--- src/core/adcac_pkg.sv ---
// ****************************************
// Shared constants
// ****************************************
package adcac_pkg;
  localparam int RES_W   = 12;
  localparam int ACC_W   = 14;
  localparam int CH_W    = 3;
  localparam int NCH     = 8;
  localparam int SR_N    = 4;
  localparam int NODE_W  = 2;
  localparam int LOOP_N  = 2;
  localparam int RESID_W = 8;
  localparam int DRL_W   = 2;
  localparam int CNT_W   = 12;
  // Module clock period, ps
  localparam int CLK_PS      = 25000;
  // Converter clock period, ps
  localparam int CONV_CLK_PS = 31250;
  // Startup calibration length in converter cycles
  localparam int STARTUP_CAL_START_CONV_CYC = 1920;
  // Least time, rounded up to module cycles
  localparam int STARTUP_CAL_START_CYC =
    (STARTUP_CAL_START_CONV_CYC * CONV_CLK_PS + CLK_PS - 1) / CLK_PS;
  localparam logic [CNT_W-1:0] STARTUP_CAL_START_LAST = CNT_W'(STARTUP_CAL_START_CYC - 1);
  // Converter powered down out of reset
  localparam logic PD_RST = 1'b1;
  localparam logic [NCH-1:0] PEND_RST = 8'h00;
  localparam logic [RES_W-1:0] RES_RST = 12'h000;

  typedef enum logic [2:0] {
    ST_OFF   = 3'b000,
    ST_STARTUP_CAL_START = 3'b001,
    ST_IDLE  = 3'b010,
    ST_CONV  = 3'b011,
    ST_BGCAL = 3'b100
  } adcac_state_t;
endpackage : adcac_pkg

--- src/core/adcac_ev_route.sv ---
`timescale 1ns/10ps
`default_nettype none
// ****************************************
// Service request routing
// ****************************************
module adcac_ev_route (
  input  wire logic                          clk_i,
  input  wire logic                          rst_b_i,
  input  wire logic                          src_ev_i,
  input  wire logic                          res_ev_i,
  input  wire logic [adcac_pkg::NODE_W-1:0]  src_node_i,
  input  wire logic [adcac_pkg::NODE_W-1:0]  res_node_i,
  output logic      [adcac_pkg::SR_N-1:0]    sr_o
);
  genvar g;
  generate
    for (g = 0; g < adcac_pkg::SR_N; g++) begin : g_node
      // Both events may share one node in a cycle
      always_ff @(posedge clk_i or negedge rst_b_i) begin
        if (!rst_b_i) begin
          sr_o[g] <= 1'b0;
        end else begin
          sr_o[g] <= (src_ev_i && src_node_i == g) ||
                     (res_ev_i && res_node_i == g);
        end
      end
    end
  endgenerate

  chk_src_route: assert property (
    @(posedge clk_i) disable iff (!rst_b_i)
    src_ev_i |=> sr_o[$past(src_node_i)])
    else $error("source event not on its node");
  chk_res_route: assert property (
    @(posedge clk_i) disable iff (!rst_b_i)
    res_ev_i |=> sr_o[$past(res_node_i)])
    else $error("result event not on its node");
endmodule : adcac_ev_route
`default_nettype wire

--- src/core/adcac_ctrl.sv ---
`timescale 1ns/10ps
`default_nettype none
// ****************************************
// Converter activation and request control
// ****************************************
module adcac_ctrl (
  input  wire logic                           clk_i,
  input  wire logic                           rst_b_i,
  input  wire logic                           analog_powerdown_i,
  input  wire logic                           startup_cal_start_i,
  input  wire logic [adcac_pkg::NCH-1:0]      chan_sel_i,
  input  wire logic                           scan_en_i,
  input  wire logic [adcac_pkg::CH_W-1:0]     single_ch_i,
  input  wire logic                           autoscan_i,
  input  wire logic                           sw_trig_i,
  input  wire logic [3:0]                     hw_trig_i,
  input  wire logic [1:0]                     hw_trig_sel_i,
  input  wire logic                           hw_trig_en_i,
  input  wire logic [adcac_pkg::LOOP_N-1:0]   loop_en_i,
  input  wire logic [adcac_pkg::CH_W-1:0]     loop0_ch_i,
  input  wire logic [adcac_pkg::CH_W-1:0]     loop1_ch_i,
  input  wire logic                           wfr_en_i,
  input  wire logic                           result_read_i,
  input  wire logic                           dr_en_i,
  input  wire logic [adcac_pkg::DRL_W-1:0]    dr_len_i,
  input  wire logic [adcac_pkg::NODE_W-1:0]   src_node_i,
  input  wire logic [adcac_pkg::NODE_W-1:0]   res_node_i,
  input  wire logic                           core_done_i,
  input  wire logic [adcac_pkg::RES_W-1:0]    core_result_i,
  input  wire logic [adcac_pkg::RESID_W-1:0]  core_resid_i,
  output logic                                ana_pd_o,
  output logic                                cal_run_o,
  output logic                                cal_done_o,
  output logic                                conv_start_o,
  output logic [adcac_pkg::CH_W-1:0]          conv_ch_o,
  output logic [adcac_pkg::RESID_W-1:0]       resid_o,
  output logic                                resid_en_o,
  output logic                                bg_start_o,
  output logic                                bg_gain_o,
  output logic [adcac_pkg::ACC_W-1:0]         result_o,
  output logic [adcac_pkg::CH_W-1:0]          result_ch_o,
  output logic                                result_valid_o,
  output logic [adcac_pkg::NCH-1:0]           pend_o,
  output logic [adcac_pkg::SR_N-1:0]          sr_o
);
  // ****************************************
  // Helpers
  // ****************************************
  function automatic logic [adcac_pkg::CH_W-1:0] hi_ch(
    input logic [adcac_pkg::NCH-1:0] m);
    logic [adcac_pkg::CH_W-1:0] r;
    r = '0;
    for (int i = 0; i < adcac_pkg::NCH; i++) begin
      if (m[i]) begin
        r = adcac_pkg::CH_W'(i);
      end
    end
    return r;
  endfunction : hi_ch

  function automatic logic loop_hit(
    input logic                       en,
    input logic [adcac_pkg::CH_W-1:0] lch,
    input logic [adcac_pkg::CH_W-1:0] ch);
    return en && (lch == ch);
  endfunction : loop_hit

  adcac_pkg::adcac_state_t state;
  logic [adcac_pkg::CNT_W-1:0]   cal_cnt;
  logic [adcac_pkg::NCH-1:0]     pend;
  logic [adcac_pkg::NCH-1:0]     load_pat;
  logic [adcac_pkg::DRL_W-1:0]   acc_cnt;
  logic [adcac_pkg::ACC_W-1:0]   acc;
  logic [adcac_pkg::ACC_W-1:0]   next_acc;
  logic [adcac_pkg::RESID_W-1:0] resid [adcac_pkg::LOOP_N];
  logic [adcac_pkg::CH_W-1:0]    loop_ch [adcac_pkg::LOOP_N];
  logic [adcac_pkg::CH_W-1:0]    start_ch;
  logic                          hw_prev;
  logic                          hw_edge;
  logic                          load;
  logic                          can_start;
  logic                          conv_done;
  logic                          src_ev;
  logic                          res_ev;

  assign loop_ch[0] = loop0_ch_i;
  assign loop_ch[1] = loop1_ch_i;
  assign pend_o     = pend;
  assign cal_run_o  = (state == adcac_pkg::ST_STARTUP_CAL_START);
  assign conv_done  = (state == adcac_pkg::ST_CONV) && core_done_i;
  assign start_ch   = hi_ch(pend);

  // ****************************************
  // Analog power control
  // ****************************************
  // Only the power state flops here, so configuration survives
  always_ff @(posedge clk_i or negedge rst_b_i) begin
    if (!rst_b_i) begin
      ana_pd_o <= adcac_pkg::PD_RST;
    end else begin
      ana_pd_o <= analog_powerdown_i;
    end
  end

  // ****************************************
  // Sequencer
  // ****************************************
  // Wakeup settling is left to software; no wait here
  // Powered-down idle must not clear a pending bit it cannot issue
  assign can_start = !ana_pd_o && (pend != '0) && !(wfr_en_i && result_valid_o);

  always_ff @(posedge clk_i or negedge rst_b_i) begin
    if (!rst_b_i) begin
      state <= adcac_pkg::ST_OFF;
    end else begin
      unique case (state)
        adcac_pkg::ST_OFF: begin
          if (!ana_pd_o && cal_done_o) begin
            state <= adcac_pkg::ST_IDLE;
          end else if (!ana_pd_o && startup_cal_start_i) begin
            state <= adcac_pkg::ST_STARTUP_CAL_START;
          end
        end
        adcac_pkg::ST_STARTUP_CAL_START: begin
          if (ana_pd_o) begin
            state <= adcac_pkg::ST_OFF;
          end else if (cal_cnt == adcac_pkg::STARTUP_CAL_START_LAST) begin
            state <= adcac_pkg::ST_IDLE;
          end
        end
        adcac_pkg::ST_IDLE: begin
          if (ana_pd_o) begin
            state <= adcac_pkg::ST_OFF;
          end else if (can_start) begin
            state <= adcac_pkg::ST_CONV;
          end
        end
        adcac_pkg::ST_CONV: begin
          if (core_done_i) begin
            state <= adcac_pkg::ST_BGCAL;
          end
        end
        adcac_pkg::ST_BGCAL: begin
          if (core_done_i) begin
            state <= adcac_pkg::ST_IDLE;
          end
        end
        default: begin
          state <= adcac_pkg::ST_OFF;
        end
      endcase
    end
  end

  // ****************************************
  // Startup calibration
  // ****************************************
  // Aborted by powerdown; must then be restarted
  always_ff @(posedge clk_i or negedge rst_b_i) begin
    if (!rst_b_i) begin
      cal_cnt <= '0;
    end else if (state == adcac_pkg::ST_STARTUP_CAL_START) begin
      cal_cnt <= cal_cnt + 1'b1;
    end else begin
      cal_cnt <= '0;
    end
  end

  always_ff @(posedge clk_i or negedge rst_b_i) begin
    if (!rst_b_i) begin
      cal_done_o <= 1'b0;
    end else if (state == adcac_pkg::ST_STARTUP_CAL_START && !ana_pd_o &&
                 cal_cnt == adcac_pkg::STARTUP_CAL_START_LAST) begin
      cal_done_o <= 1'b1;
    end
  end

  // ****************************************
  // Conversion issue
  // ****************************************
  always_ff @(posedge clk_i or negedge rst_b_i) begin
    if (!rst_b_i) begin
      conv_start_o <= 1'b0;
      conv_ch_o    <= '0;
      resid_o      <= '0;
      resid_en_o   <= 1'b0;
    end else begin
      conv_start_o <= (state == adcac_pkg::ST_IDLE) && !ana_pd_o &&
                      can_start;
      if (state == adcac_pkg::ST_IDLE && can_start) begin
        conv_ch_o  <= start_ch;
        resid_o    <= '0;
        resid_en_o <= 1'b0;
        // Loop 1 wins when both share one channel
        for (int i = 0; i < adcac_pkg::LOOP_N; i++) begin
          if (loop_hit(loop_en_i[i], loop_ch[i], start_ch)) begin
            resid_o    <= resid[i];
            resid_en_o <= 1'b1;
          end
        end
      end
    end
  end

  // ****************************************
  // Background calibration
  // ****************************************
  always_ff @(posedge clk_i or negedge rst_b_i) begin
    if (!rst_b_i) begin
      bg_start_o <= 1'b0;
      bg_gain_o  <= 1'b0;
    end else begin
      bg_start_o <= conv_done;
      if (state == adcac_pkg::ST_BGCAL && core_done_i) begin
        bg_gain_o <= !bg_gain_o;
      end
    end
  end

  // ****************************************
  // Sigma-delta residues
  // ****************************************
  genvar g;
  generate
    for (g = 0; g < adcac_pkg::LOOP_N; g++) begin : g_loop
      always_ff @(posedge clk_i or negedge rst_b_i) begin
        if (!rst_b_i) begin
          resid[g] <= '0;
        end else if (conv_done &&
                     loop_hit(loop_en_i[g], loop_ch[g], conv_ch_o)) begin
          resid[g] <= core_resid_i;
        end
      end
    end
  endgenerate

  // ****************************************
  // Request source
  // ****************************************
  assign hw_edge  = hw_trig_en_i && hw_trig_i[hw_trig_sel_i] && !hw_prev;
  assign src_ev   = conv_done && (pend == '0);
  assign load     = sw_trig_i || hw_edge || (src_ev && autoscan_i);
  assign load_pat = scan_en_i ? chan_sel_i :
                    adcac_pkg::NCH'(1) << single_ch_i;

  always_ff @(posedge clk_i or negedge rst_b_i) begin
    if (!rst_b_i) begin
      hw_prev <= 1'b0;
    end else begin
      hw_prev <= hw_trig_i[hw_trig_sel_i];
    end
  end

  // Load overwrites and wins over the start clear
  always_ff @(posedge clk_i or negedge rst_b_i) begin
    if (!rst_b_i) begin
      pend <= adcac_pkg::PEND_RST;
    end else if (load) begin
      pend <= load_pat;
    end else if (state == adcac_pkg::ST_IDLE && can_start) begin
      pend[start_ch] <= 1'b0;
    end
  end

  // ****************************************
  // Result and data reduction
  // ****************************************
  assign next_acc = (acc_cnt == '0 ? '0 : acc) +
                    adcac_pkg::ACC_W'(core_result_i);
  assign res_ev   = conv_done && (!dr_en_i || acc_cnt == dr_len_i);

  always_ff @(posedge clk_i or negedge rst_b_i) begin
    if (!rst_b_i) begin
      acc     <= '0;
      acc_cnt <= '0;
    end else if (conv_done && dr_en_i) begin
      acc     <= next_acc;
      acc_cnt <= (acc_cnt == dr_len_i) ? '0 : acc_cnt + 1'b1;
    end else if (!dr_en_i) begin
      acc_cnt <= '0;
    end
  end

  always_ff @(posedge clk_i or negedge rst_b_i) begin
    if (!rst_b_i) begin
      result_o    <= adcac_pkg::ACC_W'(adcac_pkg::RES_RST);
      result_ch_o <= '0;
    end else if (res_ev) begin
      result_o    <= dr_en_i ? next_acc :
                     adcac_pkg::ACC_W'(core_result_i);
      result_ch_o <= conv_ch_o;
    end
  end

  // New data beats a read in the same cycle
  always_ff @(posedge clk_i or negedge rst_b_i) begin
    if (!rst_b_i) begin
      result_valid_o <= 1'b0;
    end else if (res_ev) begin
      result_valid_o <= 1'b1;
    end else if (result_read_i) begin
      result_valid_o <= 1'b0;
    end
  end

  adcac_ev_route u_route (
    .clk_i      (clk_i),
    .rst_b_i    (rst_b_i),
    .src_ev_i   (src_ev),
    .res_ev_i   (res_ev),
    .src_node_i (src_node_i),
    .res_node_i (res_node_i),
    .sr_o       (sr_o)
  );

  // ****************************************
  // Checks
  // ****************************************
  chk_pd_no_start: assert property (
    @(posedge clk_i) disable iff (!rst_b_i)
    conv_start_o |-> !$past(ana_pd_o))
    else $error("conversion issued while powered down");
  chk_pd_keeps_cfg: assert property (
    @(posedge clk_i) disable iff (!rst_b_i)
    $changed(ana_pd_o) && !$past(conv_done) |-> $stable(resid[0]))
    else $error("powerdown altered loop state");
  chk_cal_gate: assert property (
    @(posedge clk_i) disable iff (!rst_b_i)
    conv_start_o |-> cal_done_o)
    else $error("conversion before startup calibration");
  chk_cal_length: assert property (
    @(posedge clk_i) disable iff (!rst_b_i)
    $rose(cal_done_o) |-> $past(cal_cnt) == adcac_pkg::STARTUP_CAL_START_LAST)
    else $error("startup calibration length wrong");
  chk_bg_after_conv: assert property (
    @(posedge clk_i) disable iff (!rst_b_i)
    conv_done |=> bg_start_o && state == adcac_pkg::ST_BGCAL)
    else $error("no calibration cycle after conversion");
  chk_wfr_block: assert property (
    @(posedge clk_i) disable iff (!rst_b_i)
    conv_start_o |-> !$past(wfr_en_i && result_valid_o))
    else $error("unread result would be overwritten");
  chk_src_event: assert property (
    @(posedge clk_i) disable iff (!rst_b_i)
    conv_done && pend == '0 |=> sr_o[$past(src_node_i)])
    else $error("sequence end raised no source event");
  chk_trig_pending: assert property (
    @(posedge clk_i) disable iff (!rst_b_i)
    sw_trig_i && load_pat != '0 |=> pend != '0)
    else $error("software trigger lost");
  chk_resid_use: assert property (
    @(posedge clk_i) disable iff (!rst_b_i)
    conv_start_o && loop_hit(loop_en_i[1], loop_ch[1], conv_ch_o) |->
    resid_en_o && resid_o == resid[1])
    else $error("residue not handed to next sample");
endmodule : adcac_ctrl
`default_nettype wire

--- config.mk ---
export PLATFORM = sky130hd
export DESIGN_NAME = adcac_ctrl
export DESIGN_NICKNAME = d
export VERILOG_FILES = /design/src/core/adcac_pkg.sv /design/src/core/adcac_ev_route.sv /design/src/core/adcac_ctrl.sv
export SDC_FILE = /design/constraint.sdc
export NUM_CORES = 1
export LEC_CHECK = 0
export BUFFER_PORTS_ARGS = -buffer_cell sky130_fd_sc_hd__buf_2
export CORE_AREA = 2 2 112 114
export CTS_CLUSTER_SIZE = 40
export DETAILED_ROUTE_END_ITERATION = 6
export DIE_AREA = 0 0 114 116
export GPL_TIMING_DRIVEN = 0
export PLACE_DENSITY_LB_ADDON = 0.08
export RECOVER_POWER = 100
export SETUP_SLACK_MARGIN = 0.15
export SLEW_MARGIN = 0
export SYNTH_ARGS = -nofsm -noshare
export SYNTH_HDL_FRONTEND = slang
export SYNTH_HIERARCHICAL = 1
export SYNTH_SLANG_ARGS = --single-unit
--- constraint.sdc ---
create_clock -name clk_i -period 6.4 [get_ports clk_i]
set_input_delay 0.32 -clock clk_i [delete_from_list [all_inputs] [get_ports clk_i]]
set_output_delay 0.32 -clock clk_i [all_outputs]
set_load 0.005 [all_outputs]
==> metrics, run 1 <==
pin count of the biggest net entering global routing 60; number of cells after detailed placement 778; delay of the slowest critical-path stage 2220 ps; count of endpoints failing setup in the final report 0; cell accounting for the most synthesized area dfrtp_1; number of levels in the clock H-tree 3; cell row count 40; setup slack of the most critical reg-to-reg path 2870 ps; proportion of layout cells with a drive suffix above 1 20.2%; buffer type at the clock tree root clkbuf_16; Synth warnings 6; type of the worst min-delay path in2reg; average wire per cell in the routed design 16.3 um; number of library cell types mapped by synthesis 68; startpoint of the most critical register-to-register path acc_cnt[0]$_DFFE_PN0P_; prevailing post-synth register cell dfrtp_1; via count 4345; setup tns final 0 ps; area enclosed by the die boundary 13200 um2; last weighted congestion value of the routability-driven placer 0.921; most frequent standard cell in the layout excluding fill and tap cells dfrtp_1; highest-count cells in the layout ignoring fill and taps dfrtp_1, buf_2, nand2_1, clkbuf_1, o21ai_0; count of hold-fix buffers inserted at cts 0; IR drop worst, VDD 0.000119 V; post-DP HPWL 9.48 mm; GRT Overall Usage 20.5%; Avg Cell Area, Syn 9.86 um2; relative max-transition margin -114%; number of buffers added by the clock tree synthesis step 9; total grt overflow 0; Syn Std Cell Area 5150 um2; Critical Path, Cell by Cell clkbuf_1 -> clkbuf_1; violations in the final reports max-capacitance violations, max-slew violations; Max Fclk 248 MHz; cell types with the largest area share after synthesis dfrtp_1, nand2_1, mux2_2, o21ai_0, ha_1; number of design rule violations left after detail routing 0; die span in x 114 um; synthesized instance count 522; Hold Vio Cnt, Final 0; Critical Path Source Type input port; worst-skew pair later-pin latency 350 ps; Synth Register Bits 95; Crit path max-delay family buffers and inverters; arrival time at the worst endpoint 4110 ps; iteration count of the initial detailed-routing pass 4; WP depth 2; endpoint type of the worst setup path asynchronous set/reset pin; actual transition at the worst max-transition pin 3200 ps; time the final worst path needs with I/O delays and setup 4040 ps; vias in the first global route 4197; critical path's slowest cell clkbuf_1; global-route wire length before repair 21.1 mm; sequential area share after synthesis 46.2%; number of standard cells in the final layout excluding fillers 794; Post-CTS Setup Inserts 0; maximum fanout encountered on the critical timing path 59; Static Leak 2.87 nW; number of DRC markers after the initial detailed-route iteration 195; RR Endpoint acc[12]$_DFFE_PN0P_; I/O Pins 111; # resized after CTS 0; Total Nets Final 720; die extent in y 116 um; cell depth of the worst min-delay path 1; clock tree buffer depth 2; top-area cell type share of the netlist area 45.7%; initial core utilization 43.2%; average via count per standard cell 5.47; number of clock sinks 95; Max-cap violations 2; Worst Setup Path Type in2async; P&R area growth vs syn 19.6%; Clock Pin Slew Worst Setup and Hold Paths 70 ps; buffers added on ports 108; routed wire length 13.0 mm; number of flops mapped to enable cells by yosys 0; Post-synth ARST share 100%; Top cell by count, worst path clkbuf_1; Antenna Diode Count 0; Worst Clk Skew 7.24 ps; number of antenna violations at the first check in global routing 0; count of buffer and inverter cells on the critical path 2; core region area 11900 um2; ratio of total power to cell area 262 nW/um2; endpoint of the worst hold-timing path ana_pd_o$_DFF_PN1_; WP data required 6470 ps; unrepaired setup endpoints after global routing false; period utilisation layout 63.1%; startpoint of the tightest hold check path analog_powerdown_i; clock tree from TritonCTS yes; result of the run complete, but fails checks; post-synthesis net count 600; Pins Over Slew Limit 98; count of nets left with antenna violations after detail routing 0; worst reg-to-reg path cell count 13
## Yosys cell counts, drive strengths merged, types with 4 or more instances
library cell  number
dfrtp             94
nor2              31
nor3b              4
nand2b             7
nor3               5
a21o               5
o211ai            12
a22o               6
mux2              25
and3               6
a21oi             19
o21a               6
xnor2             20
nand3             18
a22oi              4
ha                14
or3                5
nand2             74
nor2b             17
clkbuf             7
nand4             10
mux2i              5
buf               11
o21ai             40
xor2              12
inv               19
## metal layers
| metal | wire length (um) | vias up | GRT usage [%] |
|---|---|---|---|
| met5 | 0 | - | 0 |
| met3 | 636 | 13 | 3.97 |
| met1 | 5850 | 2115 | 27.3 |
| met4 | 149 | 0 | 6.10 |
| met2 | 6310 | 117 | 34.0 |
| li1 | - | 2100 | - |
## flip-flops by register name (all words and copies together), names as in the netlist
name / flops
bg_gain_o: 1
bg_start_o: 1
conv_ch_o: 3
conv_start_o: 1
resid_en_o: 1
ana_pd_o: 1
result_ch_o: 3
resid: 16
pend_o: 8
result_valid_o: 1
state: 3
hw_prev: 1
result_o: 14
u_route/sr_o: 4
acc_cnt: 2
cal_done_o: 1
cal_cnt: 12
acc: 14
resid_o: 8
## power by group
group          total [W]  internal [W]  switching [W]
clock network   0.000641      0.000396       0.000245
logic           0.000258      0.000117       0.000141
registers       0.000715      0.000660      0.0000547
total            0.00161       0.00117       0.000441
## final cells by class
class                      instances  area (um2)
fill                            1175        5750
multi-input combinational        388        2580
sequential                        95        2380
timing repair buffer             109         507
clock buffer                      10         239
tap                              147         184
clock inverter                     6         115
inverter                          21        78.8
buffer                            18        73.8
## metrics by stage
stage | total power (W) | hold WS (ps) | cell area (um2) | utilization [%] | setup slack, ps
2_1_floorplan | 0.000875 | 24.4 | 5150 | - | 3610
3_3_place_gp | 0.000989 | 425 | 5870 | 49.3 | 2960
3_5_place_dp | 0.000998 | 428 | 5900 | 49.5 | 2910
4_1_cts | 0.00164 | 56.7 | 6250 | 52.5 | 2900
5_1_grt | 0.00170 | 64.5 | 6160 | 51.7 | 1390
6_report | 0.00161 | 69.6 | 6160 | 51.7 | 2360
## cell families (layout without fill, tap and decap cells)
family	after synthesis	in the layout	share of synthesized area, %
xor+xnor	32	32	5.81
flops	95	95	46.2
mux	31	31	6.88
compound gates	125	125	16.7
buf+inv	39	164	3.28
simple gates	185	185	17.3
fa+ha+maj	15	15	3.79
## worst max-delay path by stage
stage	startpoint	endpoint	slack (ps)
floorplan	acc_cnt[0]$_DFFE_PN0P_	acc[12]$_DFFE_PN0P_	3610
global placement	acc_cnt[0]$_DFFE_PN0P_	acc[12]$_DFFE_PN0P_	2960
detailed placement	acc_cnt[0]$_DFFE_PN0P_	acc[12]$_DFFE_PN0P_	2910
CTS	acc_cnt[0]$_DFFE_PN0P_	acc[12]$_DFFE_PN0P_	2900
global route	rst_b_i	result_o[12]$_DFFE_PN0P_	1390
finish	rst_b_i	result_o[12]$_DFFE_PN0P_	2360
Note: power is estimated with default switching activity, not from simulation.
==> inputs of run 2 (changes only) <==
Clock period 6.4 ns to 3.9 ns, I/O delays scaled along.
==> run 2 against run 1 <==
- the flow still finishes with violations (max-capacitance violations, max-slew violations)
- via count about the same
- total power is 64% higher
- clock skew hardly changed
- die area did not move
- cell area is 0.63% higher
- cell count grew 0.25%
- non-clock buffer count rose by 2
- sequential power is 64% higher
- sequential cell count unchanged
- routed wire length up 0.72%
==> metrics, run 2 (synthesized netlist as in run 1, its figures left out) <==
area enclosed by the die boundary 13200 um2; unrepaired setup endpoints after global routing false; type of the worst min-delay path in2reg; Post-CTS Setup Inserts 0; Max Fclk 298 MHz; startpoint of the most critical register-to-register path acc_cnt[0]$_DFFE_PN0P_; core region area 11900 um2; number of design rule violations left after detail routing 0; highest-count cells in the layout ignoring fill and taps dfrtp_1, buf_2, nand2_1, clkbuf_1, o21ai_0; clock tree buffer depth 2; net switching power 0.000726 W; Total Nets Final 722; count of buffer and inverter cells on the critical path 3; source of the critical timing path acc_cnt[0]$_DFFE_PN0P_; global-route wire length before repair 21.2 mm; number of cells after detailed placement 778; number of DRC markers after the initial detailed-route iteration 177; average via count per standard cell 5.46; cell row count 40; vias in the first global route 4209; final core utilization 52.0%; most frequent standard cell in the layout excluding fill and tap cells dfrtp_1; critical path's slowest cell o32ai_1; post-DP HPWL 9.48 mm; number of antenna violations at the first check in global routing 0; Worst Setup Path Type reg2reg; Static Leak 2.89 nW; last weighted congestion value of the routability-driven placer 0.921; Critical Path Source Type register; met1 Resource Use GR 27.4%; Antenna Diode Count 0; total grt overflow 0; grt met2 use 34.1%; relative max-transition margin -2.68%; number of levels in the clock H-tree 3; most heavily used metal layer in global routing met2; period utilisation layout 86.0%; iteration count of the initial detailed-routing pass 4; result of the run complete, but fails checks; startpoint of the tightest hold check path result_read_i; average wire per cell in the routed design 16.4 um; count of nets left with antenna violations after detail routing 0; ratio of total power to cell area 428 nW/um2; initial core utilization 43.2%; clock network fraction of design power 39.6%; Pins Over Slew Limit 59; worst-skew pair later-pin latency 350 ps; delay of the slowest critical-path stage 500 ps; GRT Overall Usage 20.5%; buffers added on ports 108; setup slack of the most critical reg-to-reg path 540 ps; setup tns final 0 ps; final critical-path setup slack 545 ps; number of buffers added by the clock tree synthesis step 9; Crit path max-delay family compound AO/OA/AOI/OAI gates; I/O Pins 111; internal power 0.00193 W; routed wire length 13.0 mm; actual transition at the worst max-transition pin 1540 ps; violations in the final reports max-capacitance violations, max-slew violations; layout filler cell count 1171; endpoint type of the worst setup path register; maximum fanout encountered on the critical timing path 10; via count 4343; max reg flops 16; buffer type at the clock tree root clkbuf_16; number of clock sinks 95; fraction of power spent switching nets 27.4%; share of total power in combinational logic 16.2%; Critical Path, Cell by Cell inv_1 -> ha_1 -> clkbuf_2 -> nor2b_1 -> ha_1 -> inv_1 -> fa_1 -> nor2b_1 -> o31a_1 -> o32ai_1 -> or3_1 -> nand3_1 -> mux2_2; GRT met3 Usage 3.97%; number of standard cells in the final layout excluding fillers 796; sequential group share of total power 44.2%; die extent in y 116 um; P&R area growth vs syn 20.3%; WP data required 4140 ps; count of endpoints failing setup in the final report 0; Clock Pin Slew Worst Setup and Hold Paths 70 ps; Max-cap violations 1; arrival time at the worst endpoint 3590 ps; pin count of the biggest net entering global routing 60; Hold Vio Cnt, Final 0; minimum setup slack after placement 411 ps; proportion of layout cells with a drive suffix above 1 20.6%; largest registers resid (16), acc (14), result_o (14); Largest Register resid; time the final worst path needs with I/O delays and setup 3360 ps; die span in x 114 um; Worst Clk Skew 7.00 ps; IR drop worst, VDD 0.000187 V; clock tree from TritonCTS yes
[run 2: cell count changes in the layout (fill, tap and decap cells not counted), sizes merged]
cell	delta
dlygate4sd3	+2
buf	+1
clkbuf	-1
[run 2: final timing paths]
path / end / depth (start not counted)
worst max-delay path: acc[12]$_DFFE_PN0P_ / 13
worst min-delay path: result_valid_o$_DFFE_PN0P_ / 2
worst max register to register: acc[12]$_DFFE_PN0P_ / 13
worst min register to register: result_ch_o[2]$_DFFE_PN0P_ / 2
max in group asynchronous: resid_o[2]$_DFFE_PN0P_ / 2
min in group asynchronous: cal_done_o$_DFFE_PN0P_ / 2
[run 2: through the flow]
stage	instance area, um2	total power, W	hold slack, ps
after floorplan	5150	0.00144	-101
after global placement	5870	0.00162	300
after detailed placement	5900	0.00164	303
after CTS	6270	0.00270	30.8
after global routing	6200	0.00279	34.8
final	6200	0.00265	40.2
[run 2: repair_timing]
item / 4_1_cts / 5_1_grt
gates resized for setup: 0 / 2
hold buffers: 2 / 0
endpoints found under the hold margin: 58 / 0
endpoints found under the setup margin: 0 / 1
[run 2: layout make-up]
cell class	instances	area (um2)	share of cell area, %
sequential	95	2380	38.4
clock buffer	10	239	3.86
tap	147	184	2.97
buffer	18	75.1	1.21
inverter	21	78.8	1.27
clock inverter	6	115	1.86
timing repair buffer	111	544	8.78
multi-input combinational	388	2580	41.7
[run 2: power by group through the flow]
stage | clock network [W] | registers [W] | logic [W]
6_report | 0.00105 | 0.00117 | 0.000429
5_1_grt | 0.00111 | 0.00119 | 0.000489
4_1_cts | 0.00107 | 0.00117 | 0.000452
3_5_place_dp | 0 | 0.00119 | 0.000447
3_3_place_gp | 0 | 0.00119 | 0.000435
2_1_floorplan | 0 | 0.00118 | 0.000260
[run 2: routing by layer]
metal,vias to the layer above,wire length [um]
met2,107,6270
met1,2122,6010
met3,14,625
met4,0,140
li1,2100,-
met5,-,0
